`config.mk`:
```
export PLATFORM = sky130hd
export DESIGN_NAME = tbtr_top
export DESIGN_NICKNAME = d
export VERILOG_FILES = /design/src/tbtr_pkg.sv /design/src/tbtr_top.sv /design/src/tbtr_filter.sv
export SDC_FILE = /design/constraint.sdc
export NUM_CORES = 2
export LEC_CHECK = 0
export BUFFER_PORTS_ARGS = -buffer_cell sky130_fd_sc_hd__buf_2
export CORE_AREA = 2 2 262 264
export CTS_BUF_LIST = sky130_fd_sc_hd__clkbuf_8
export DETAILED_ROUTE_END_ITERATION = 6
export DIE_AREA = 0 0 264 266
export GPL_TIMING_DRIVEN = 1
export PLACE_DENSITY = 0.72
export SYNTH_ARGS = -nofsm -noshare
export SYNTH_HDL_FRONTEND = slang
export SYNTH_SLANG_ARGS = --single-unit
```
`constraint.sdc`:
```
create_clock -name aclk -period 4.1 [get_ports aclk]
set_clock_uncertainty 0.2 [all_clocks]
set_input_delay 0.615 -clock aclk [delete_from_list [all_inputs] [get_ports aclk]]
set_output_delay 0.615 -clock aclk [all_outputs]
set_load 0.02 [all_outputs]
```
`src/tbtr_pkg.sv`:
```
// tbtr_pkg: constants for timebase generation and shared trigger routing
package tbtr_pkg;
  localparam int          CLK_PERIOD_NS = 25;
  localparam int          TRIG_N        = 8;
  localparam int          FRONT_N       = 6;
  localparam int          PIN_N         = 16;
  localparam int          FIN_N         = 15;
  localparam int          DEST_N        = 12;
  localparam int          TSIG_N        = 15;
  localparam int          TSRC_N        = 22;
  localparam logic [3:0]  PIN_STAR      = 4'hE;
  localparam logic [3:0]  PIN_BP10      = 4'hF;
  // register byte addresses
  localparam logic [7:0]  ADDR_CTRL     = 8'h00;
  localparam logic [7:0]  ADDR_STATUS   = 8'h04;
  localparam logic [7:0]  ADDR_TRIG_OE  = 8'h08;
  localparam logic [7:0]  ADDR_TSEL_LO  = 8'h0C;
  localparam logic [7:0]  ADDR_TSEL_HI  = 8'h10;
  localparam logic [7:0]  ADDR_FILT     = 8'h14;
  localparam logic [7:0]  ADDR_FRONT    = 8'h18;
  localparam logic [7:0]  ADDR_DEST0    = 8'h20;
  localparam logic [5:0]  DEST_WORD0    = 6'h08;
  // control fields
  localparam int          CTRL_EXT_BIT  = 0;
  localparam int          CTRL_SRC_LSB  = 1;
  localparam int          CTRL_C0_LSB   = 8;
  localparam int          CTRL_C1_LSB   = 10;
  localparam int          CTRL_W        = 12;
  localparam logic [3:0]  REF_BP10      = 4'h8;
  localparam logic [3:0]  REF_STAR      = 4'h9;
  localparam logic [1:0]  CSRC_TB80     = 2'h0;
  localparam logic [1:0]  CSRC_TB20     = 2'h1;
  localparam logic [1:0]  CSRC_TB100K   = 2'h2;
  // destination config fields
  localparam int          DCFG_W        = 6;
  localparam int          DCFG_INV_BIT  = 4;
  localparam int          DCFG_EDGE_BIT = 5;
  // timebase division
  localparam logic [1:0]  TB80_PER_CLK  = 2'h2;
  localparam int          TB20_DIV      = 4;
  localparam int          TB100K_DIV    = 200;
  localparam logic [7:0]  TB100K_LAST   = 8'(TB100K_DIV - 1);
  localparam int          REF10_DIV     = 4;
  localparam logic [4:0]  LOCK_WIN      = 5'h10;
  // trigger line output sources
  localparam logic [14:0] TSIG_INV_MASK = 15'h0024;
  localparam logic [4:0]  TSRC_REF10    = 5'h0F;
  localparam logic [4:0]  TSRC_CONV     = 5'h02;
  // filter settings
  localparam logic [1:0]  FSET_OFF      = 2'h0;
  localparam logic [1:0]  FSET_SHORT    = 2'h1;
  localparam logic [1:0]  FSET_MID      = 2'h2;
  localparam logic [1:0]  FSET_LONG     = 2'h3;
  localparam int          FILT_SHORT_NS = 125;
  localparam int          FILT_MID_NS   = 6425;
  localparam int          FILT_LONG_NS  = 2560000;
  localparam int          FILT_SHORT_N  = (FILT_SHORT_NS + CLK_PERIOD_NS - 1) / CLK_PERIOD_NS;
  localparam int          FILT_MID_N    = (FILT_MID_NS + CLK_PERIOD_NS - 1) / CLK_PERIOD_NS;
  localparam int          FILT_LONG_N   = 101800;
  localparam int          FILT_CNT_W    = 17;
  localparam logic [1:0]  RESP_OKAY     = 2'h0;
  localparam logic [1:0]  RESP_SLVERR   = 2'h2;
endpackage

```
`src/tbtr_top.sv`:
```
// tbtr_top: timebases, reference selection and shared trigger line routing
//
// The register addresses and the AXI4-Lite register port are this design's own decisions.
`timescale 1ns/1ps
module tbtr_top
  import tbtr_pkg::*;
#(
  parameter int FILT_LONG_CNT = FILT_LONG_N
)
(
  input  wire logic                aclk,          // 40 MHz clock, onboard oscillator
  input  wire logic                aresetn,       // sync reset, active low
  input  wire logic [7:0]          s_axi_awaddr,  // write address
  input  wire logic [2:0]          s_axi_awprot,  // unused
  input  wire logic                s_axi_awvalid, // write address valid
  output logic                     s_axi_awready, // write address ready
  input  wire logic [31:0]         s_axi_wdata,   // write data
  input  wire logic [3:0]          s_axi_wstrb,   // byte enables
  input  wire logic                s_axi_wvalid,  // write data valid
  output logic                     s_axi_wready,  // write data ready
  output logic [1:0]               s_axi_bresp,   // write response
  output logic                     s_axi_bvalid,  // write response valid
  input  wire logic                s_axi_bready,  // write response ready
  input  wire logic [7:0]          s_axi_araddr,  // read address
  input  wire logic [2:0]          s_axi_arprot,  // unused
  input  wire logic                s_axi_arvalid, // read address valid
  output logic                     s_axi_arready, // read address ready
  output logic [31:0]              s_axi_rdata,   // read data
  output logic [1:0]               s_axi_rresp,   // read response
  output logic                     s_axi_rvalid,  // read data valid
  input  wire logic                s_axi_rready,  // read data ready
  input  wire logic [TRIG_N-1:0]   trig_i,        // shared trigger line levels
  output logic [TRIG_N-1:0]        trig_o,        // shared trigger line drive
  output logic [TRIG_N-1:0]        trig_oe,       // high while driving line
  input  wire logic [FRONT_N-1:0]  front_i,       // front function terminals
  output logic [FRONT_N-1:0]       front_fwd_o,   // line forwarded to terminal
  output logic [FRONT_N-1:0]       front_fwd_oe,  // terminal forward enable
  input  wire logic                star_i,        // star trigger line
  input  wire logic                bp10_i,        // backplane 10 MHz clock
  input  wire logic [TSIG_N-1:0]   tim_sig_i,     // internal timing signals
  output logic                     pll_ref_o,     // selected external reference
  output logic                     pll_lock_o,    // reference edges present
  output logic                     tb20_tick_o,   // 20 MHz timebase pulse
  output logic                     tb100k_tick_o, // 100 kHz timebase pulse
  output logic [1:0]               ctr0_inc_o,    // counter 0 source counts
  output logic [1:0]               ctr1_inc_o,    // counter 1 source counts
  output logic                     ref10_o,       // 10 MHz reference clock
  output logic [DEST_N-1:0]        dest_o         // routed timing destinations
);
  logic [CTRL_W-1:0]        ctrl_r;
  logic [TRIG_N-1:0]        trig_oe_r;
  logic [63:0]              tsel_r;
  logic [2*FIN_N-1:0]       filt_r;
  logic [4*FRONT_N-1:0]     front_r;
  logic [DCFG_W-1:0]        dest_cfg_r [DEST_N];
  logic [PIN_N-1:0]         meta_r;
  logic [PIN_N-1:0]         sync_r;
  logic [FIN_N-1:0]         filt_w;
  logic                     ref_prev_r;
  logic [4:0]               lock_cnt_r;
  logic                     tb_run;
  logic                     tb20_ph_r;
  logic [7:0]               tb100k_cnt_r;
  logic [1:0]               ref_div_r;
  logic [TSRC_N-1:0]        tsrc_w;
  logic                     aw_got_r;
  logic                     w_got_r;
  logic [7:0]               awaddr_r;
  logic [31:0]              wdata_r;
  logic [3:0]               wstrb_r;
  logic                     do_wr;
  logic [32:0]              wr_old_w;
  logic [32:0]              rd_w;
  logic [31:0]              wr_val_w;
  logic [5:0]               wr_didx;
  logic [3:0]               ref_src;

  // reads a register word; top bit flags a mapped address
  function automatic logic [32:0] reg_rd(input logic [7:0] a);
    logic [5:0] di;
    di = a[7:2] - DEST_WORD0;
    if (a == ADDR_CTRL)
      reg_rd = {1'b1, 20'h0, ctrl_r};
    else if (a == ADDR_STATUS)
      reg_rd = {1'b1, 8'h0, sync_r[7:0], filt_w[7:0], 6'h0, tb_run, pll_lock_o};
    else if (a == ADDR_TRIG_OE)
      reg_rd = {1'b1, 24'h0, trig_oe_r};
    else if (a == ADDR_TSEL_LO)
      reg_rd = {1'b1, tsel_r[31:0]};
    else if (a == ADDR_TSEL_HI)
      reg_rd = {1'b1, tsel_r[63:32]};
    else if (a == ADDR_FILT)
      reg_rd = {1'b1, 2'h0, filt_r};
    else if (a == ADDR_FRONT)
      reg_rd = {1'b1, 8'h0, front_r};
    else if (a >= ADDR_DEST0 && a[1:0] == 2'h0 && di < 6'(DEST_N))
      reg_rd = {1'b1, 26'h0, dest_cfg_r[di[3:0]]};
    else
      reg_rd = {1'b0, 32'h0};
  endfunction

  function automatic logic [31:0] merge(input logic [31:0] o, input logic [31:0] n, input logic [3:0] st);
    logic [31:0] m;
    m = o;
    for (int b = 0; b < 4; b++)
      if (st[b])
        m[8*b +: 8] = n[8*b +: 8];
    merge = m;
  endfunction

  // write channel: address and data taken in either order
  assign s_axi_awready = !aw_got_r && !s_axi_bvalid;
  assign s_axi_wready  = !w_got_r && !s_axi_bvalid;
  assign do_wr         = aw_got_r && w_got_r;
  assign wr_val_w      = merge(wr_old_w[31:0], wdata_r, wstrb_r);
  assign wr_didx       = awaddr_r[7:2] - DEST_WORD0;

  // always_comb so the registers read inside the function stay in the sensitivity
  always_comb
    wr_old_w = reg_rd(awaddr_r);

  always_comb
    rd_w = reg_rd(s_axi_araddr);

  always_ff @(posedge aclk)
  begin
    if (!aresetn)
    begin
      aw_got_r <= 1'b0;
      w_got_r  <= 1'b0;
      awaddr_r <= 8'h00;
      wdata_r  <= 32'h0;
      wstrb_r  <= 4'h0;
    end
    else
    begin
      if (s_axi_awvalid && s_axi_awready)
      begin
        aw_got_r <= 1'b1;
        awaddr_r <= s_axi_awaddr;
      end
      else if (do_wr)
        aw_got_r <= 1'b0;
      if (s_axi_wvalid && s_axi_wready)
      begin
        w_got_r <= 1'b1;
        wdata_r <= s_axi_wdata;
        wstrb_r <= s_axi_wstrb;
      end
      else if (do_wr)
        w_got_r <= 1'b0;
    end
  end

  always_ff @(posedge aclk)
  begin
    if (!aresetn)
    begin
      s_axi_bvalid <= 1'b0;
      s_axi_bresp  <= RESP_OKAY;
    end
    else if (do_wr)
    begin
      s_axi_bvalid <= 1'b1;
      s_axi_bresp  <= wr_old_w[32] ? RESP_OKAY : RESP_SLVERR;
    end
    else if (s_axi_bready)
      s_axi_bvalid <= 1'b0;
  end

  // register file; status is read-only and ignores writes
  always_ff @(posedge aclk)
  begin
    if (!aresetn)
    begin
      ctrl_r    <= '0;
      trig_oe_r <= '0;
      tsel_r    <= '0;
      filt_r    <= '0;
      front_r   <= '0;
      for (int d = 0; d < DEST_N; d++)
        dest_cfg_r[d] <= '0;
    end
    else if (do_wr)
    begin
      if (awaddr_r == ADDR_CTRL)
        ctrl_r <= wr_val_w[CTRL_W-1:0];
      else if (awaddr_r == ADDR_TRIG_OE)
        trig_oe_r <= wr_val_w[TRIG_N-1:0];
      else if (awaddr_r == ADDR_TSEL_LO)
        tsel_r[31:0] <= wr_val_w;
      else if (awaddr_r == ADDR_TSEL_HI)
        tsel_r[63:32] <= wr_val_w;
      else if (awaddr_r == ADDR_FILT)
        filt_r <= wr_val_w[2*FIN_N-1:0];
      else if (awaddr_r == ADDR_FRONT)
        front_r <= wr_val_w[4*FRONT_N-1:0];
      else if (awaddr_r >= ADDR_DEST0 && wr_old_w[32])
        dest_cfg_r[wr_didx[3:0]] <= wr_val_w[DCFG_W-1:0];
    end
  end

  // read channel
  assign s_axi_arready = !s_axi_rvalid;

  always_ff @(posedge aclk)
  begin
    if (!aresetn)
    begin
      s_axi_rvalid <= 1'b0;
      s_axi_rdata  <= 32'h0;
      s_axi_rresp  <= RESP_OKAY;
    end
    else if (s_axi_arvalid && s_axi_arready)
    begin
      s_axi_rvalid <= 1'b1;
      s_axi_rdata  <= rd_w[31:0];
      s_axi_rresp  <= rd_w[32] ? RESP_OKAY : RESP_SLVERR;
    end
    else if (s_axi_rready)
      s_axi_rvalid <= 1'b0;
  end

  // pins come from other boards; two flops before any use
  always_ff @(posedge aclk)
  begin
    if (!aresetn)
    begin
      meta_r <= '0;
      sync_r <= '0;
    end
    else
    begin
      meta_r <= {bp10_i, star_i, front_i, trig_i};
      sync_r <= meta_r;
    end
  end

  // external reference select feeds the pll and the lock watch
  assign ref_src = ctrl_r[CTRL_SRC_LSB +: 4];

  always_ff @(posedge aclk)
  begin
    if (!aresetn)
    begin
      pll_ref_o  <= 1'b0;
      ref_prev_r <= 1'b0;
      lock_cnt_r <= LOCK_WIN;
      pll_lock_o <= 1'b0;
    end
    else
    begin
      if (ref_src < 4'(TRIG_N))
        pll_ref_o <= sync_r[ref_src];
      else if (ref_src == REF_BP10)
        pll_ref_o <= sync_r[PIN_BP10];
      else if (ref_src == REF_STAR)
        pll_ref_o <= sync_r[PIN_STAR];
      else
        pll_ref_o <= 1'b0;
      ref_prev_r <= pll_ref_o;
      if (pll_ref_o && !ref_prev_r)
        lock_cnt_r <= 5'h00;
      else if (lock_cnt_r < LOCK_WIN)
        lock_cnt_r <= lock_cnt_r + 5'h01;
      pll_lock_o <= (lock_cnt_r < LOCK_WIN);
    end
  end

  // onboard oscillator always runs; external needs lock first
  assign tb_run = !ctrl_r[CTRL_EXT_BIT] || pll_lock_o;

  always_ff @(posedge aclk)
  begin
    if (!aresetn)
    begin
      tb20_ph_r     <= 1'b0;
      tb20_tick_o   <= 1'b0;
      tb100k_cnt_r  <= 8'h00;
      tb100k_tick_o <= 1'b0;
    end
    else
    begin
      if (ctrl_r[CTRL_EXT_BIT] && pll_ref_o && !ref_prev_r)
        tb20_ph_r <= 1'b1;
      else if (tb_run)
        tb20_ph_r <= !tb20_ph_r;
      tb20_tick_o   <= tb_run && tb20_ph_r;
      tb100k_tick_o <= tb_run && tb20_ph_r && tb100k_cnt_r == TB100K_LAST;
      if (tb_run && tb20_ph_r)
        tb100k_cnt_r <= (tb100k_cnt_r == TB100K_LAST) ? 8'h00 : tb100k_cnt_r + 8'h01;
    end
  end

  // counter sources as counts per clock; two 80 MHz edges per cycle
  always_ff @(posedge aclk)
  begin
    if (!aresetn)
    begin
      ctr0_inc_o <= 2'h0;
      ctr1_inc_o <= 2'h0;
    end
    else
    begin
      case (ctrl_r[CTRL_C0_LSB +: 2])
        CSRC_TB80:   ctr0_inc_o <= tb_run ? TB80_PER_CLK : 2'h0;
        CSRC_TB20:   ctr0_inc_o <= {1'b0, tb_run && tb20_ph_r};
        CSRC_TB100K: ctr0_inc_o <= {1'b0, tb_run && tb20_ph_r && tb100k_cnt_r == TB100K_LAST};
        default:     ctr0_inc_o <= 2'h0;
      endcase
      case (ctrl_r[CTRL_C1_LSB +: 2])
        CSRC_TB80:   ctr1_inc_o <= tb_run ? TB80_PER_CLK : 2'h0;
        CSRC_TB20:   ctr1_inc_o <= {1'b0, tb_run && tb20_ph_r};
        CSRC_TB100K: ctr1_inc_o <= {1'b0, tb_run && tb20_ph_r && tb100k_cnt_r == TB100K_LAST};
        default:     ctr1_inc_o <= 2'h0;
      endcase
    end
  end

  // 10 MHz reference from the oscillator, independent of the pll
  always_ff @(posedge aclk)
  begin
    if (!aresetn)
      ref_div_r <= 2'h0;
    else
      ref_div_r <= ref_div_r + 2'h1;
  end
  assign ref10_o = ref_div_r[1];

  // unfiltered fronts go out directly; listed clocks leave active low
  assign tsrc_w = {sync_r[8 +: FRONT_N], ref10_o, tim_sig_i ^ TSIG_INV_MASK};

  always_ff @(posedge aclk)
  begin
    if (!aresetn)
    begin
      trig_o       <= '0;
      trig_oe      <= '0;
      front_fwd_o  <= '0;
      front_fwd_oe <= '0;
    end
    else
    begin
      trig_oe <= trig_oe_r;
      for (int t = 0; t < TRIG_N; t++)
        trig_o[t] <= (tsel_r[8*t +: 5] < 5'(TSRC_N)) ? tsrc_w[tsel_r[8*t +: 5]] : 1'b0;
      for (int f = 0; f < FRONT_N; f++)
      begin
        front_fwd_oe[f] <= front_r[4*f+3];
        front_fwd_o[f]  <= sync_r[front_r[4*f +: 3]];
      end
    end
  end

  // filters, one per input except the backplane clock, and destination routing, one per destination
  for (genvar g = 0; g < FIN_N; g++)
  begin : g_filt
    tbtr_filter #(
      .LONG_N (FILT_LONG_CNT)
    ) u_filt (
      .aclk    (aclk),
      .aresetn (aresetn),
      .smp_i   (sync_r[g]),
      .set_i   (filt_r[2*g +: 2]),
      .filt_o  (filt_w[g])
    );
  end

  for (genvar d = 0; d < DEST_N; d++)
  begin : g_dest
    logic lvl;
    logic lvl_prev_r;
    assign lvl = ((dest_cfg_r[d][3:0] < 4'(FIN_N)) ? filt_w[dest_cfg_r[d][3:0]] : 1'b0)
                 ^ dest_cfg_r[d][DCFG_INV_BIT];
    always_ff @(posedge aclk)
    begin
      if (!aresetn)
      begin
        lvl_prev_r <= 1'b0;
        dest_o[d]  <= 1'b0;
      end
      else
      begin
        lvl_prev_r <= lvl;
        dest_o[d]  <= dest_cfg_r[d][DCFG_EDGE_BIT] ? (lvl && !lvl_prev_r) : lvl;
      end
    end
  end

  logic [7:0] h_tb20_r;
  logic       h_seen_r;
  always_ff @(posedge aclk)
  begin
    if (!aresetn)
    begin
      h_tb20_r <= 8'h00;
      h_seen_r <= 1'b0;
    end
    else if (tb100k_tick_o)
    begin
      h_tb20_r <= 8'h00;
      h_seen_r <= 1'b1;
    end
    else if (tb20_tick_o)
      h_tb20_r <= h_tb20_r + 8'h01;
  end

  a_tb20_period: assert property (@(posedge aclk) disable iff (!aresetn || ctrl_r[CTRL_EXT_BIT])
    tb20_tick_o |=> !tb20_tick_o ##1 tb20_tick_o)
    else $error("20 MHz tick not every second cycle");
  a_tb100k_gap: assert property (@(posedge aclk) disable iff (!aresetn)
    (tb100k_tick_o && h_seen_r) |-> (h_tb20_r == TB100K_LAST))
    else $error("100 kHz tick not every 200 ticks of 20 MHz");
  a_ref10_shape: assert property (@(posedge aclk) disable iff (!aresetn)
    $rose(ref10_o) |=> ref10_o ##1 !ref10_o ##1 !ref10_o ##1 ref10_o)
    else $error("10 MHz reference not a divide by four");
  a_ctr_tb80_rate: assert property (@(posedge aclk) disable iff (!aresetn)
    (ctrl_r[CTRL_C0_LSB +: 2] == CSRC_TB80 && tb_run) |=> (ctr0_inc_o == TB80_PER_CLK))
    else $error("counter 0 not fed at 80 MHz rate");
  a_ext_bp10_src: assert property (@(posedge aclk) disable iff (!aresetn)
    (ref_src == REF_BP10) |=> (pll_ref_o == $past(sync_r[PIN_BP10])))
    else $error("backplane clock not selected as reference");
  a_unlock_stall: assert property (@(posedge aclk) disable iff (!aresetn)
    (ctrl_r[CTRL_EXT_BIT] && !pll_lock_o) |=> !tb20_tick_o && !tb100k_tick_o)
    else $error("timebase ran without reference lock");
  a_conv_inverted: assert property (@(posedge aclk) disable iff (!aresetn)
    (tsel_r[4:0] == TSRC_CONV) |=> (trig_o[0] == !$past(tim_sig_i[2])))
    else $error("convert clock not inverted on line 0");
  a_front_raw_fwd: assert property (@(posedge aclk) disable iff (!aresetn)
    front_r[3] |=> (front_fwd_oe[0] && front_fwd_o[0] == $past(sync_r[front_r[2:0]])))
    else $error("front terminal forward not unfiltered");
endmodule

```
`src/tbtr_filter.sv`:
```
// tbtr_filter: programmable debounce filter for one synchronised input
`timescale 1ns/1ps
module tbtr_filter
  import tbtr_pkg::*;
#(
  parameter int LONG_N = FILT_LONG_N
)
(
  input  wire logic       aclk,    // 40 MHz filter clock
  input  wire logic       aresetn, // sync reset, active low
  input  wire logic       smp_i,   // synchronised input
  input  wire logic [1:0] set_i,   // filter setting
  output logic            filt_o   // filtered level
);
  localparam logic [FILT_CNT_W-1:0] LAST_SHORT = FILT_CNT_W'(FILT_SHORT_N - 1);
  localparam logic [FILT_CNT_W-1:0] LAST_MID   = FILT_CNT_W'(FILT_MID_N - 1);
  localparam logic [FILT_CNT_W-1:0] LAST_LONG  = FILT_CNT_W'(LONG_N - 1);

  logic [FILT_CNT_W-1:0] cnt_r;
  logic [FILT_CNT_W-1:0] last_w;

  always_comb
  begin
    last_w = LAST_LONG;
    case (set_i)
      FSET_SHORT: last_w = LAST_SHORT;
      FSET_MID:   last_w = LAST_MID;
      default:    last_w = LAST_LONG;
    endcase
  end

  // one sample per clock edge; a matching sample restarts the count
  always_ff @(posedge aclk)
  begin
    if (!aresetn)
    begin
      filt_o <= 1'b0;
      cnt_r  <= '0;
    end
    else if (set_i == FSET_OFF)
    begin
      filt_o <= smp_i;
      cnt_r  <= '0;
    end
    else if (smp_i == filt_o)
    begin
      cnt_r <= '0;
    end
    else if (cnt_r >= last_w)
    begin
      filt_o <= smp_i;
      cnt_r  <= '0;
    end
    else
    begin
      cnt_r <= cnt_r + 1'b1;
    end
  end

  a_filter_off_pass: assert property (@(posedge aclk) disable iff (!aresetn)
    (set_i == FSET_OFF) |=> (filt_o == $past(smp_i)))
    else $error("disabled filter did not pass input");

  a_filter_short_run: assert property (@(posedge aclk) disable iff (!aresetn)
    ($changed(filt_o) && $past(set_i) == FSET_SHORT && $past(set_i, 5) == FSET_SHORT)
    |-> ($past(smp_i, 1) == filt_o && $past(smp_i, 2) == filt_o && $past(smp_i, 3) == filt_o
         && $past(smp_i, 4) == filt_o && $past(smp_i, 5) == filt_o))
    else $error("short filter passed level without five samples");
endmodule

```
==> flow_metrics.env <==
export IMPL_cts_root_buffer="clkbuf_8"
export IMPL_synth_common_cells="599 x dfxtp_1, 506 x nor2_1, 380 x nand2_1, 214 x ha_1, 159 x a21oi_1"
export IMPL_top_usage_layer="met2"
export IMPL_synth_flop_cell="dfxtp_1"
export IMPL_clock_latency_ns=0.76
export IMPL_drv_cap=0
export IMPL_vias=31817
export IMPL_synthArstFlopShare=0
export IMPL_synth_edff_count=72
export IMPL_synth_avg_cell_area_um2=9.30
export IMPL_outcome="finished clean"
export IMPL_die_width_um=264
export IMPL_met3_usage=0.0841
export IMPL_synth_simple_gate_area_frac=0.194
export IMPL_multiInputGateArea_mm2=0.0210
export IMPL_synth_top_family_by_area="simple AND/OR/NAND/NOR gates"
export IMPL_drt_wl_total_um=112000
export IMPL_port_buffers=177
export IMPL_fin_crit_sh=0.869
export IMPL_clock_sinks=671
export IMPL_fillers=5663
export IMPL_synth_cell_types=98
export IMPL_netlist_area_leader_share=0.326
export IMPL_hold_depth=3
export IMPL_io_pins=186
export IMPL_finalSetupTns_ns=0
export IMPL_post_drt_wl_per_cell_um=21.8
export IMPL_end_kind="register"
export IMPL_rsz0062_at_grt="no"
export IMPL_syn_area_mm2=0.0368
export IMPL_timing_slew_headroom=0.153
export IMPL_p_per_area_mw_per_mm2=352
export IMPL_cts_resized_gates=0
export IMPL_post_dp_hpwl_um=79200
export IMPL_vias_per_cell=6.20
export IMPL_start_util=0.543
export IMPL_antenna_left=0
export IMPL_finalHoldViolations=0
export IMPL_muxShareOfSynthArea=0.124
export IMPL_ff_latch_area_mm2=0.0142
export IMPL_synth_compound_area_frac=0.119
export IMPL_drv_slew=0
export IMPL_crit_arrival_ns=4.05
export IMPL_p_leak_uw=0.0154
export IMPL_htreeDepth=3
export IMPL_clock_fmax_mhz=281
export IMPL_drive_above_1_share=0.152
export IMPL_fp_dieH_um=266
export IMPL_cp_max_fo=9
export IMPL_synth_area_leaders="dfxtp_1 33%, mux4_2 9.0%, ha_1 7.3%"
export IMPL_postSynthCellCount=3954
export IMPL_final_setup_viol_count=0
export IMPL_critPathRequiredTime_ns=4.59
export IMPL_fin_crit_ns=3.56
export IMPL_vdd_drop_max_mv=0.279
export IMPL_dr_first_iter_drc_count=3200
export IMPL_yosysMostFrequentCell="dfxtp_1"
export IMPL_path_class="reg -> reg"
export IMPL_grt_util_met1=0.387
export IMPL_synth_fa_ha_area_frac=0.0728
export IMPL_holdCritPathClass="in -> reg"
export IMPL_clockBufferDepth=3
export IMPL_finalNetCount=4458
export IMPL_antenna_found_initial=6
export IMPL_drt_pass1_iterations=6
export IMPL_area_growth_pct=12.4
export IMPL_gp_congestion=0.982
export IMPL_first_global_vias=30108
export IMPL_synth_xor_area_frac=0.0624
export IMPL_ys_warn_count=0
export IMPL_r2r_cells=10
export IMPL_grt_usage=0.313
export IMPL_tritoncts="yes"
export IMPL_core_mm2=0.0677
export IMPL_worst_pin_slew_ns=1.27
export IMPL_hold_ws_ns=0.0376
export IMPL_path_clk_slew_ns=0.07
export IMPL_seq_area_frac_synth=0.385
export IMPL_start_kind="register"
export IMPL_overflow=0
export IMPL_post_synth_top_area_cell="dfxtp_1"
export IMPL_grt_start_max_net_pins=102
export IMPL_drc=0
export IMPL_met2_usage=0.491
export IMPL_grt_pass1_wl_um=172000
export IMPL_numCtsBuffers=111
export IMPL_die_area_mm2=0.0702
export IMPL_synth_seq_cells=671
export IMPL_num_rows=96
## flip-flops by register name, summed over array words and instances (netlist names), 4 cells and up
name,count
sync_r,16
wdata_r,32
filt_r,30
meta_r,16
front_fwd_o,6
tb100k_cnt_r,8
s_axi_rdata,32
lock_cnt_r,5
awaddr_r,8
tsel_r,64
trig_oe_r,8
dest_o,12
g_filt.u_filt.cnt_r,255
trig_o,8
ctrl_r,12
trig_oe,8
g_dest.lvl_prev_r,12
front_fwd_oe,6
wstrb_r,4
front_r,24
dest_cfg_r,72
g_filt.u_filt.filt_o,15
## stage by stage
stage                     cell area [um2]  setup slack [ns]  utilization  std cells  power, uW
after global placement              38300             0.701        0.565       4854       8300
final                               41300             0.538        0.610       5132      14600
after CTS                           41300             0.511        0.610       5121      14600
after detailed placement            38300             0.499        0.565       4854       8320
after global routing                41300             0.193        0.610       5125      15000
after floorplan                     36800              1.06            -       3955       7810
## layer usage
layer | vias to the layer above | part of all wire
li1 | 14686 | -
met5 | - | 0.00013
met2 | 1675 | 0.44
met1 | 14989 | 0.38
met3 | 465 | 0.11
met4 | 2 | 0.068
## kinds of logic (layout without fill, tap and decap cells)
kind of cell,count (synthesis),in the layout
XOR/XNOR,262,262
other,1,12
adder cells (fa/ha/maj),214,214
AO/OA/AOI/OAI,659,659
flip-flops,671,671
multiplexers,269,269
buffers and inverters,361,646
AND/OR/NAND/NOR,1517,1517
## layout by cell type (no fill, tap or decap), types with 146 or more instances in the layout
cell,count
a21oi_1,159
buf_2,175
dfxtp_1,596
ha_1,214
inv_1,146
mux4_2,147
nand2_1,380
nor2_1,506
nor3_1,155
xor2_1,153
## power breakdown
group | leakage, uW | internal, uW | switching, uW
combinational | 0.00848 | 490 | 828
sequential | 0.00560 | 6760 | 207
clock | 0.00135 | 3440 | 2830
## area by class of cell
class / count / area share
Antenna cell: 10 / 0.000605
Sequential cell: 671 / 0.343
Timing Repair Buffer: 321 / 0.0528
Clock buffer: 139 / 0.0463
Clock inverter: 66 / 0.0112
Inverter: 120 / 0.0110
Multi-Input combinational cell: 2923 / 0.509
Tap cell: 882 / 0.0267
## final timing paths
path | from | endpoint | slack [ns]
worst max register to register | filt_r[10] | g_filt[5].u_filt.cnt_r[5] | 0.54
worst max-delay path | filt_r[10] | g_filt[5].u_filt.cnt_r[5] | 0.54
worst min register to register | g_dest[11].lvl_prev_r | dest_o[11] | 0.22
worst min-delay path | aresetn | g_filt[3].u_filt.filt_o | 0.04
## critical path: stages (launching register included)
cell	delay, ns
dfxtp_1	0.42
inv_1	0.13
ha_1	0.45
ha_1	0.33
nor2b_1	0.13
o21ai_0	0.14
a31oi_1	0.12
a2111oi_0	0.64
o2111ai_1	0.51
buf_4	0.33
nor2_1	0.10
## timing repair
| item | in CTS | in global routing |
|---|---|---|
| setup buffers | 0 | 0 |
| hold buffers | 62 | 1 |
| endpoints found under the hold margin | 61 | 1 |
Power figures use the tool's default switching activity.
